### src/shared/sspc_pkg.sv
package sspc_pkg;

    // ----------------------------------------------------------------
    // Counter constants
    // ----------------------------------------------------------------
    localparam int COUNT_WIDTH = 4;
    localparam int DECADE_MODULUS = 10;
    localparam int BINARY_MODULUS = 16;
    localparam logic [3:0] DECADE_TERMINAL = 4'h9;
    localparam logic [3:0] BINARY_TERMINAL = 4'hf;
    localparam logic [3:0] COUNT_RESET = 4'h0;
    localparam int WRAP_WIDTH = 16;

    // ----------------------------------------------------------------
    // Register port constants
    // ----------------------------------------------------------------
    localparam int ADDR_WIDTH = 4;
    localparam int DATA_WIDTH = 32;
    localparam logic [3:0] OFFS_STATUS = 4'h0;
    localparam logic [3:0] OFFS_CONTROL = 4'h4;
    localparam logic [3:0] OFFS_WRAPS = 4'h8;
    localparam logic [3:0] OFFS_CONFIG = 4'hc;
    localparam int STATUS_COUNT_LSB = 0;
    localparam int STATUS_TC_BIT = 4;
    localparam int STATUS_MODE_LSB = 8;
    localparam int CONTROL_HOLD_BIT = 0;
    localparam int CONFIG_ASYNC_BIT = 8;
    localparam int CONFIG_MODULUS_LSB = 0;
    localparam logic CONTROL_HOLD_RESET = 1'b0;
    localparam logic [15:0] WRAPS_RESET = 16'h0000;
    localparam logic [31:0] RDATA_RESET = 32'h0000_0000;

    // ----------------------------------------------------------------
    // Types
    // ----------------------------------------------------------------
    typedef enum logic [3:0] {
        MODE_CLEAR = 4'b0001,
        MODE_LOAD = 4'b0010,
        MODE_COUNT = 4'b0100,
        MODE_HOLD = 4'b1000
    } sspc_mode_t;

    typedef struct packed {
        logic parallelCountEnable;
        logic trickleCountEnable;
        logic loadEnableN;
    } sspc_ctrl_t;

    typedef struct packed {
        logic [3:0] addr;
        logic [31:0] wdata;
        logic wr;
        logic rd;
    } sspc_bus_req_t;

    typedef struct packed {
        logic [3:0] count;
        logic tc;
        sspc_mode_t mode;
        logic softHold;
        logic [15:0] wraps;
        logic [31:0] rdata;
    } sspc_state_t;

    localparam sspc_state_t STATE_RESET = '{
        count: COUNT_RESET,
        tc: 1'b0,
        mode: MODE_CLEAR,
        softHold: CONTROL_HOLD_RESET,
        wraps: WRAPS_RESET,
        rdata: RDATA_RESET
    };

endpackage

### src/hw/sspc_lookahead.sv
`timescale 1ns/1ps
module sspc_lookahead
    import sspc_pkg::*;
#(
    parameter int MODULUS = BINARY_MODULUS
)
(
    // Present count and step request
    input logic [3:0] count,
    input logic advance,
    // Stepped count and terminal detection
    output logic [3:0] nextCount,
    output logic atTerminal
);

    // ----------------------------------------------------------------
    // Terminal detection
    // ----------------------------------------------------------------
    localparam logic [3:0] TERMINAL = (MODULUS == DECADE_MODULUS) ?
        DECADE_TERMINAL : BINARY_TERMINAL;

    assign atTerminal = (count == TERMINAL);

    // ----------------------------------------------------------------
    // Look-ahead carries
    // ----------------------------------------------------------------
    // Every carry is one wide AND of the lower bits, so no carry waits on
    // the one below it; stage delay stays flat as the width grows.
    logic [3:0] carry;

    genvar i;
    generate
        for (i = 0; i < COUNT_WIDTH; i++)
        begin : gCarry
            if (i == 0)
            begin : gFirst
                assign carry[i] = advance;
            end
            else
            begin : gRest
                assign carry[i] = advance & (&count[i-1:0]);
            end
        end
    endgenerate

    always_comb
    begin
        if (advance && atTerminal)
        begin
            nextCount = COUNT_RESET;
        end
        else
        begin
            nextCount = count ^ carry;
        end
    end

endmodule // sspc_lookahead

### src/hw/sspc_counter.sv
// The plain strobed port and the placing of the registers were left to the implementer.
`timescale 1ns/1ps
module sspc_counter
    import sspc_pkg::*;
#(
    parameter int MODULUS = BINARY_MODULUS,
    parameter bit ASYNC_CLEAR = 1'b1
)
(
    // Clock and system reset
    input logic clock,
    input logic rst_n,

    // Clear pins
    input logic asyncClearN,
    input logic syncClearN,

    // Count control pins
    input sspc_ctrl_t countCtrl,
    input logic [3:0] presetInputs,

    // Count outputs
    output logic [3:0] countOutputs,
    output logic terminalCountFlag,

    // Register port
    input sspc_bus_req_t busReq,
    output logic [31:0] busRdata
);

    // ----------------------------------------------------------------
    // Build-time checks of the variant
    // ----------------------------------------------------------------
    // The variant is frozen at build time; an unsupported modulus would
    // silently give a counter with no documented terminal value.
    localparam bit IS_DECADE = (MODULUS == DECADE_MODULUS);
    localparam logic [7:0] MODULUS_CODE = 8'(MODULUS);

    generate
        if (MODULUS != DECADE_MODULUS && MODULUS != BINARY_MODULUS)
        begin : gBadModulus
            $error("Counter modulus must be ten or sixteen");
        end
        if (COUNT_WIDTH != 4)
        begin : gBadWidth
            $error("Counter must be four bits wide");
        end
    endgenerate

    // ----------------------------------------------------------------
    // Functions
    // ----------------------------------------------------------------
    function automatic logic regHit(
        input logic [3:0] addr,
        input logic [3:0] offs
    );
        regHit = (addr == offs);
    endfunction

    function automatic sspc_mode_t pickMode(
        input logic clearActive,
        input logic loadActive,
        input logic countActive
    );
        if (clearActive)
        begin
            pickMode = MODE_CLEAR;
        end
        else if (loadActive)
        begin
            pickMode = MODE_LOAD;
        end
        else if (countActive)
        begin
            pickMode = MODE_COUNT;
        end
        else
        begin
            pickMode = MODE_HOLD;
        end
    endfunction

    // One decode of the terminal value serves the flag path; the stepping
    // module keeps its own copy for the wrap.
    function automatic logic [3:0] terminalValue(
        input logic isDecade
    );
        if (isDecade)
        begin
            terminalValue = DECADE_TERMINAL;
        end
        else
        begin
            terminalValue = BINARY_TERMINAL;
        end
    endfunction

    // Read words start from a cleared word so that unused bits read 0.
    function automatic logic [31:0] statusWord(
        input logic [3:0] count,
        input logic tc,
        input sspc_mode_t mode
    );
        logic [31:0] word;
        word = RDATA_RESET;
        word[STATUS_COUNT_LSB +: COUNT_WIDTH] = count;
        word[STATUS_TC_BIT] = tc;
        word[STATUS_MODE_LSB +: 4] = mode;
        statusWord = word;
    endfunction

    function automatic logic [31:0] controlWord(
        input logic softHold
    );
        logic [31:0] word;
        word = RDATA_RESET;
        word[CONTROL_HOLD_BIT] = softHold;
        controlWord = word;
    endfunction

    function automatic logic [31:0] wrapsWord(
        input logic [15:0] wraps
    );
        logic [31:0] word;
        word = RDATA_RESET;
        word[WRAP_WIDTH-1:0] = wraps;
        wrapsWord = word;
    endfunction

    // The variant is fixed at build time, so this word is a constant.
    function automatic logic [31:0] configWord();
        logic [31:0] word;
        word = RDATA_RESET;
        word[CONFIG_MODULUS_LSB +: 8] = MODULUS_CODE;
        word[CONFIG_ASYNC_BIT] = ASYNC_CLEAR;
        configWord = word;
    endfunction

    // ----------------------------------------------------------------
    // State
    // ----------------------------------------------------------------
    sspc_state_t state_reg;
    sspc_state_t state_next;

    logic clearRstN;
    logic syncClearActive;
    logic loadActive;
    logic countActive;
    logic advance;
    logic atTerminal;
    logic [3:0] steppedCount;
    logic nextAtTerminal;
    logic wrapEvent;
    sspc_mode_t modeNext;
    logic writeControl;
    logic writeWraps;
    logic readStatus;
    logic readControl;
    logic readWraps;
    logic readConfig;

    // ----------------------------------------------------------------
    // Clear selection
    // ----------------------------------------------------------------
    // The asynchronous variant folds the clear pin into the flop reset so
    // that clearing needs no clock edge. The pin only gates a constant
    // reset value in; no data path ever reads it. The synchronous variant
    // leaves the reset to rst_n alone and clears through the next state.
    generate
        if (ASYNC_CLEAR)
        begin : gAsyncClear
            assign clearRstN = rst_n & asyncClearN;
            assign syncClearActive = 1'b0;
        end
        else
        begin : gSyncClear
            assign clearRstN = rst_n;
            assign syncClearActive = ~syncClearN;
        end
    endgenerate

    // ----------------------------------------------------------------
    // Operating mode decode
    // ----------------------------------------------------------------
    // Load takes priority over the enables, clear over everything.
    assign loadActive = ~countCtrl.loadEnableN;
    assign countActive = countCtrl.parallelCountEnable
        & countCtrl.trickleCountEnable
        & ~state_reg.softHold;
    assign modeNext = pickMode(syncClearActive, loadActive, countActive);
    assign advance = (modeNext == MODE_COUNT);

    // ----------------------------------------------------------------
    // Register port decode
    // ----------------------------------------------------------------
    // Writes to read-only or unmapped offsets hit nothing here and are
    // dropped; the port never stalls, so every strobe is final.
    assign writeControl = busReq.wr & regHit(busReq.addr, OFFS_CONTROL);
    assign writeWraps = busReq.wr & regHit(busReq.addr, OFFS_WRAPS);
    assign readStatus = busReq.rd & regHit(busReq.addr, OFFS_STATUS);
    assign readControl = busReq.rd & regHit(busReq.addr, OFFS_CONTROL);
    assign readWraps = busReq.rd & regHit(busReq.addr, OFFS_WRAPS);
    assign readConfig = busReq.rd & regHit(busReq.addr, OFFS_CONFIG);

    // ----------------------------------------------------------------
    // Look-ahead stepping
    // ----------------------------------------------------------------
    sspc_lookahead #(
        .MODULUS(MODULUS)
    ) uStep (
        .count(state_reg.count),
        .advance(advance),
        .nextCount(steppedCount),
        .atTerminal(atTerminal)
    );

    assign wrapEvent = advance & atTerminal;

    // ----------------------------------------------------------------
    // Next state
    // ----------------------------------------------------------------
    always_comb
    begin
        state_next = state_reg;
        // The mode only records which branch the edge took, so software
        // can tell a held counter from a loaded one.
        state_next.mode = modeNext;

        case (modeNext)
            MODE_CLEAR:
            begin
                state_next.count = COUNT_RESET;
            end
            MODE_LOAD:
            begin
                state_next.count = presetInputs;
            end
            MODE_COUNT:
            begin
                state_next.count = steppedCount;
            end
            MODE_HOLD:
            begin
                state_next.count = state_reg.count;
            end
            default:
            begin
                state_next.count = COUNT_RESET;
            end
        endcase

        // The flag is formed from the count that will stand after this
        // edge, so it leaves the flop in step with the count outputs.
        nextAtTerminal = (state_next.count == terminalValue(IS_DECADE));
        state_next.tc = nextAtTerminal
            & countCtrl.trickleCountEnable
            & (modeNext != MODE_CLEAR);

        // Software control of the counter.
        if (writeControl)
        begin
            state_next.softHold = busReq.wdata[CONTROL_HOLD_BIT];
        end

        // A wrap in the same cycle as a clearing write still counts.
        if (writeWraps)
        begin
            state_next.wraps = wrapEvent ? 16'h0001 : WRAPS_RESET;
        end
        else if (wrapEvent)
        begin
            state_next.wraps = 16'(state_reg.wraps + 16'h0001);
        end

        // Read data stand for exactly one cycle after the strobe.
        state_next.rdata = RDATA_RESET;
        if (readStatus)
        begin
            state_next.rdata = statusWord(state_reg.count, state_reg.tc, state_reg.mode);
        end
        else if (readControl)
        begin
            state_next.rdata = controlWord(state_reg.softHold);
        end
        else if (readWraps)
        begin
            state_next.rdata = wrapsWord(state_reg.wraps);
        end
        else if (readConfig)
        begin
            state_next.rdata = configWord();
        end
    end

    // ----------------------------------------------------------------
    // State register
    // ----------------------------------------------------------------
    // All state moves only on the rising edge; the asynchronous clear
    // loads the constant reset image and nothing else.
    always_ff @(posedge clock or negedge clearRstN)
    begin
        if (!clearRstN)
        begin
            state_reg <= STATE_RESET;
        end
        else
        begin
            state_reg <= state_next;
        end
    end

    // ----------------------------------------------------------------
    // Outputs
    // ----------------------------------------------------------------
    // Every output leaves a flop, so a following stage sees terminal
    // count one edge after this stage's trickle enable changes; a
    // cascade must budget for that edge.
    assign countOutputs = state_reg.count;
    assign terminalCountFlag = state_reg.tc;
    assign busRdata = state_reg.rdata;

endmodule // sspc_counter

### config.mk
export PLATFORM = sky130hd
export DESIGN_NAME = sspc_counter
export DESIGN_NICKNAME = d
export VERILOG_FILES = /design/src/shared/sspc_pkg.sv /design/src/hw/sspc_lookahead.sv /design/src/hw/sspc_counter.sv
export SDC_FILE = /design/constraint.sdc
export NUM_CORES = 1
export LEC_CHECK = 0
export BUFFER_PORTS_ARGS = -buffer_cell sky130_fd_sc_hd__buf_4
export CORE_MARGIN = 2
export CORE_UTILIZATION = 30
export CTS_BUF_LIST = sky130_fd_sc_hd__clkbuf_4 sky130_fd_sc_hd__clkbuf_8
export DETAILED_ROUTE_END_ITERATION = 16
export SKIP_LAST_GASP = 1
export SLEW_MARGIN = 40
export SYNTH_ARGS = -nofsm -noshare
export SYNTH_HDL_FRONTEND = slang
export SYNTH_SLANG_ARGS = --single-unit
### constraint.sdc
create_clock -name clock -period 1.5 [get_ports clock]
set_input_delay 0.075 -clock clock [delete_from_list [all_inputs] [get_ports clock]]
set_output_delay 0.075 -clock clock [all_outputs]
set_load 0.01 [all_outputs]
==> run_results.csv, run 1 <==
group,metric,value,unit
synth,synth_edf_count,0,
place,place_hpwl,3.64,mm
layout,final_nets,355,
synth,ys_seq_area_frac,0.475,
clock_network,cts-root-buf,"clkbuf_8",
setup_path,cp-start-kind,"flop",
setup_path,reg2regPathDepth,5,
layout,largest_register_ffs,21,
layout,diodes,0,
synth,synth_cell_types,42,
setup_path,crit_required,1.73,ns
timing,slew_violations,0,
synth,synth-async-reset-ratio,1.00,
setup_path,r2r-end,"state_reg[41]",
synth,syn_area,2220,sq um
setup_path,crit_family,"simple AND/OR/NAND/NOR gates",
floorplan,dieArea,8090,sq um
clock_network,path_clk_slew,0.08,ns
route,dr.first_iter.drc_count,108,
layout,layout-drive-gt1-share,0.472,
clock_network,numClockSinks,42,
route,viasPerCell,4.67,
clock_network,cts_tree,"built",
synth,synth_area_leaders,"dfrtp_1, buf_4, a21oi_1, and2_1, nand2_1",
grt,antenna_found_initial,0,
layout,final_core_util,0.451,
grt,grt_max_degree,26,
synth,ys.flop_type,"dfrtp_1",
setup_path,critPathKind,"reg2reg",
worst_hold_path,min_to,"state_reg[48]",
route,vias,1885,
timing,fin_crit_sh,1.08,
synth,ys_ff_latch,42,
route,routed_wirelength,5.45,mm
timing,setup-violations-final,11,
floorplan,io-pin-count,86,
grt,overflow,0,
route,wire_per_inst,13.5,um
setup_path,critical_path_buf_inv_count,1,
clock_network,cts_buffers,5,
clock_network,clk_path_buf_depth,2,
timing,layout_setup_ws,-0.120,ns
setup_path,crit_arrival,1.85,ns
floorplan,die_w,89.9,um
run_status,status,"complete, but fails checks",
power,ir_drop,0.345,mV
worst_hold_path,hold_depth,2,
clock_network,clock_latency,0.30,ns
power,power_leakage,0.00151,uW
layout,syn2layout_area_growth,46.9,%
worst_hold_path,min_from,"busReq[2]",
run_status,violations,"negative setup slack",
layout,multiInputGateArea,1130,sq um
setup_path,cpPeakStageDelay,0.53,ns
setup_path,cp_max_fo,5,
synth,synth_top_cell_by_area,"dfrtp_1",
synth,yosysTopAreaCellShare,0.463,
floorplan,core-area,7210,sq um
layout,final_common_cell,"buf_4",
setup_path,rr_startpoint,"state_reg[48]",
power,power,2830,uW
grt,grt_pass1_vias,1804,
synth,avgSynthCellArea,9.80,sq um
setup_path,regToRegSetupSlack,-0.12,ns
timing,hold_viol,0,
power,power_density,868,nW/um^2
place,port_buffers,37,
floorplan,rows,31,
timing,rsz0062_at_grt,"yes",
place,gp_congestion,0.814,
worst_hold_path,hold_class,"in2reg",
route,drtPass1Iterations,4,
floorplan,die_y,89.9,um
grt,grt_pass1_wl,8.51,mm
timing,clock.fmax,617,MHz
flow_run,maxCapViolCount,0,
clock_network,cts_max_level,2,
grt,grt.total_usage,0.131,
setup_path,cp-end-kind,"flop",
synth,ys_warn_count,0,
place,preCtsSetupSlack,-0.192,ns
route,drcViolationCount,0,
layout,regArea,1050,sq um
timing,min_period,1.62,ns
synth,netlist_instances,226,
layout,fillers,692,
layout,mostFrequentLayoutCells,"buf_4, dfrtp_1, conb_1",
timing,clock-skew-final,0.00520,ns
setup_path,worst_path_max_delay_cell,"or4_4",
floorplan,start_util,0.307,
route,ant_nets,0,
setup_path,cp_cell_sequence,"and3b_2 > buf_12 > nand3_4 > or4_4 > a21oi_2",
power by group:
group | internal (uW) | leakage, uW | switching (uW)
registers | 1180 | 0.000563 | 47.8
logic | 261 | 0.000880 | 232
clock network | 710 | 0.0000714 | 396
total | 2150 | 0.00151 | 676
area by class of cell:
| cell class | count | area share |
|---|---|---|
| Tap cell | 99 | 0.0381 |
| Sequential cell | 42 | 0.324 |
| Inverter | 3 | 0.00346 |
| Clock buffer | 6 | 0.0254 |
| Timing Repair Buffer | 98 | 0.244 |
| Multi-Input combinational cell | 154 | 0.347 |
| Clock inverter | 2 | 0.0185 |
per-layer routing:
layer	track usage	vias to the layer above	routed length (um)
met5	0	-	0
met4	0.0500	0	151
met3	0.0251	19	246
met2	0.222	63	2750
met1	0.166	907	2300
li1	-	896	-
worst max path at each step:
stage	depth (start not counted)	from	to	slack [ns]
after global placement	6	state_reg[48]	state_reg[37]	-0.17
after global routing	7	state_reg[48]	terminalCountFlag	-0.21
after CTS	4	state_reg[32]	state_reg[47]	-0.13
after floorplan	5	state_reg[32]	state_reg[47]	-0.09
final	5	state_reg[48]	state_reg[41]	-0.12
after detailed placement	4	state_reg[33]	state_reg[45]	-0.19
what timing repair did:
action                                 4_1_cts  5_1_grt
gates resized for setup                     21       29
setup endpoints to repair                   13       16
buffers inserted                             9        6
pin swaps                                    6       21
endpoints found under the hold margin       17        0
hold buffers                                 3        0
cloned                                       1        0
Yosys cell counts, drive strengths merged, types with 2 or more instances:
master and number:
a22o 6, a31oi 3, or3 6, inv 3, nor4 2, xnor2 3, nand3b 2, o21ai 9
a21oi 14, nand4 3, or4 4, buf 41, o31ai 4, nand2b 2, nand2 16, and4 2
ha 2, and3 6, nor2 15, nand3 9, clkbuf 3, dfrtp 41, nor2b 2, and2 10
mux2i 3, xor2 3
through the flow:
| step | hold slack [ns] | TNS, ns | area (sq um) | cells |
|---|---|---|---|---|
| after floorplan | 0.177 | -0.226 | 2310 | 242 |
| after global placement | 0.174 | -0.980 | 2730 | 378 |
| after detailed placement | 0.177 | -1.50 | 2730 | 378 |
| after CTS | 0.00413 | -0.797 | 3090 | 399 |
| after global routing | 0.00201 | -1.99 | 3250 | 404 |
| final | 0.00978 | -0.905 | 3250 | 404 |
kinds of logic after synthesis:
group / Yosys count / share of synthesized area
simple gates: 84 / 0.211
buf+inv: 47 / 0.146
flops: 42 / 0.475
compound gates: 40 / 0.113
xor+xnor: 6 / 0.0237
mux: 4 / 0.0186
fa+ha+maj: 2 / 0.0113
other cells: 1 / 0.00169
Note: power is estimated with default switching activity, not from simulation.
==> run 2: changes to the inputs <==
--- a/config.mk
+++ b/config.mk
@@ -6,12 +6,15 @@
 export NUM_CORES = 1
 export LEC_CHECK = 0
 export BUFFER_PORTS_ARGS = -buffer_cell sky130_fd_sc_hd__buf_4
+export CORE_ASPECT_RATIO = 0.6
 export CORE_MARGIN = 2
 export CORE_UTILIZATION = 30
 export CTS_BUF_LIST = sky130_fd_sc_hd__clkbuf_4 sky130_fd_sc_hd__clkbuf_8
+export CTS_CLUSTER_DIAMETER = 30
 export DETAILED_ROUTE_END_ITERATION = 16
 export SKIP_LAST_GASP = 1
 export SLEW_MARGIN = 40
 export SYNTH_ARGS = -nofsm -noshare
 export SYNTH_HDL_FRONTEND = slang
 export SYNTH_SLANG_ARGS = --single-unit
+export TNS_END_PERCENT = 30
==> run 2 against run 1 <==
Compared with the run above:
- the run still ends with negative setup slack left
- combinational power decreased by 4.7%
- power decreased by 7.8%
- die area increased by 0.27%
- largest power group unchanged
- clock skew increased by 0.0048 ns
==> run_results.csv, run 2 (synthesized netlist as in run 1, its figures left out) <==
group,metric,value,unit
setup_path,crit_arrival,1.92,ns
place,port_buffers,37,
floorplan,die_w,115,um
timing,min_period,1.70,ns
grt,grt_pass1_wl,8.97,mm
floorplan,core-area,7210,sq um
setup_path,cpMostUsedCell,"buf_4",
power,power,2610,uW
route,dr.first_iter.drc_count,113,
timing,fin_crit_sh,1.13,
floorplan,start_util,0.307,
route,routed_wirelength,5.71,mm
route,ant_nets,0,
power,switching_share,0.261,
layout,final_common_cell,"buf_4",
layout,diodes,0,
power,pwr-share-clk,0.351,
layout,multiInputGateArea,1010,sq um
timing,worst_pin_slew,0.502,ns
clock_network,numClockSinks,42,
clock_network,cts_max_level,2,
floorplan,dieArea,8110,sq um
grt,grt_pass1_vias,1740,
flow_run,maxCapViolCount,0,
power,ir_drop,0.331,mV
power,p_comb_frac,0.180,
place,preCtsSetupSlack,-0.230,ns
setup_path,worst_path_max_delay_cell,"dfrtp_1",
timing,layout_setup_ws,-0.196,ns
clock_network,clock_latency,0.30,ns
timing,clock-skew-final,0.0100,ns
route,wire_per_inst,14.6,um
setup_path,critPathKind,"reg2reg",
timing,rsz0062_at_grt,"yes",
place,place_hpwl,4.07,mm
route,drtPass1Iterations,4,
grt,grt.total_usage,0.146,
timing,hold_viol,0,
layout,regArea,1050,sq um
layout,syn2layout_area_growth,36.6,%
layout,mostFrequentLayoutCells,"buf_4, dfrtp_1, conb_1",
timing,relSlewSlack,0.665,
setup_path,cp_max_fo,4,
floorplan,die_y,70.6,um
layout,layout-drive-gt1-share,0.422,
floorplan,io-pin-count,86,
grt,antenna_found_initial,0,
setup_path,crit_required,1.72,ns
timing,slew_violations,0,
clock_network,clk_path_buf_depth,2,
place,gp_congestion,0.923,
clock_network,path_clk_slew,0.09,ns
setup_path,cp-end-kind,"flop",
power,power_density,860,nW/um^2
setup_path,cpPeakStageDelay,0.40,ns
grt,overflow,0,
timing,setup-violations-final,17,
setup_path,cp_cell_sequence,"nand3b_1 > buf_4 > nor4_2 > buf_4 > and3_2 > mux2i_1",
layout,final_nets,351,
worst_hold_path,hold_class,"in2reg",
layout,fillers,700,
power,pwr-share-seq,0.469,
clock_network,cts_buffers,5,
route,vias,1814,
route,viasPerCell,4.63,
setup_path,cp-start-kind,"flop",
run_status,status,"complete, but fails checks",
power,cell_internal_pwr,1920,uW
timing,clock.fmax,590,MHz
clock_network,cts-root-buf,"clkbuf_8",
route,drcViolationCount,0,
floorplan,rows,24,
layout,largest_register_ffs,21,
clock_network,cts_tree,"built",
power,switchingPower,681,uW
run_status,violations,"negative setup slack",
grt,grt_max_degree,27,
power,power_leakage,0.00145,uW
[run 2: cell types whose count changed in the layout (fill, tap and decap cells not counted), moves of 2 or more]
cell / before / now
buf_6: 7 / 1
or3_1: 1 / 3
a21oi_2: 5 / 3
nor4_4: 2 / 0
buf_4: 86 / 89
or3_4: 6 / 3
a21oi_1: 9 / 11
nand3_1: 4 / 6
[run 2: stage by stage]
stage                     cells  setup TNS (ns)  utilization  instance area [sq um]  hold WS [ns]
after global routing        392           -3.10        0.420                   3030       0.00611
after floorplan             242          -0.279            -                   2290         0.177
final                       392           -1.45        0.420                   3030        0.0341
after CTS                   388          -0.742        0.409                   2950        0.0118
after detailed placement    369           -1.59        0.374                   2700         0.186
after global placement      369          -0.988        0.374                   2700         0.189
[run 2: power groups by stage]
stage / combinational, uW / clock, uW / sequential [uW]
floorplan: 248 / 0 / 1230
CTS: 440 / 929 / 1220
detailed placement: 391 / 0 / 1240
global route: 520 / 992 / 1230
finish: 470 / 914 / 1220
global placement: 389 / 0 / 1230
[run 2: area by class of cell]
cell class              instances  share of cell area
well taps                      91              0.0376
flip-flops and latches         42               0.348
multi-input cells             154               0.333
clock inverters                 3              0.0145
repair buffers                 94               0.241
inverters                       3             0.00372
clock buffers                   5              0.0227
[run 2: metal layers]
metal | routed length [um] | global-route usage
met2 | 2480 | 0.204
met1 | 2850 | 0.221
met3 | 343 | 0.0488
met4 | 32 | 0.0254
met5 | 0 | 0
[run 2: critical path, delay by kind of cell (launching register included)]
| family | cells | cell delay [ns] |
|---|---|---|
| buffers and inverters | 2 | 0.37 |
| DFF | 1 | 0.40 |
| muxes | 1 | 0.19 |
| and+or+nand+nor | 3 | 0.66 |
[run 2: final timing paths]
| kind | from | end | slack [ns] | cells after the start |
|---|---|---|---|---|
| setup / recovery | state_reg[48] | state_reg[37] | -0.20 | 6 |
| hold / removal | busReq[2] | state_reg[48] | 0.03 | 2 |
| setup reg to reg | state_reg[48] | state_reg[37] | -0.20 | 6 |
| hold reg to reg | state_reg[49] | busRdata[8] | 0.52 | 2 |
| max in group asynchronous | rst_n | state_reg[49] | 0.52 | 4 |
| min in group asynchronous | asyncClearN | busRdata[0] | 0.39 | 3 |
[run 2: what timing repair did]
action	4_1_cts	5_1_grt
gates cloned	1	0
setup buffers	8	3
gates resized for setup	14	10
hold buffers	2	1
endpoints found under the setup margin	13	18
endpoints found under the hold margin	16	1
pin swaps	11	5
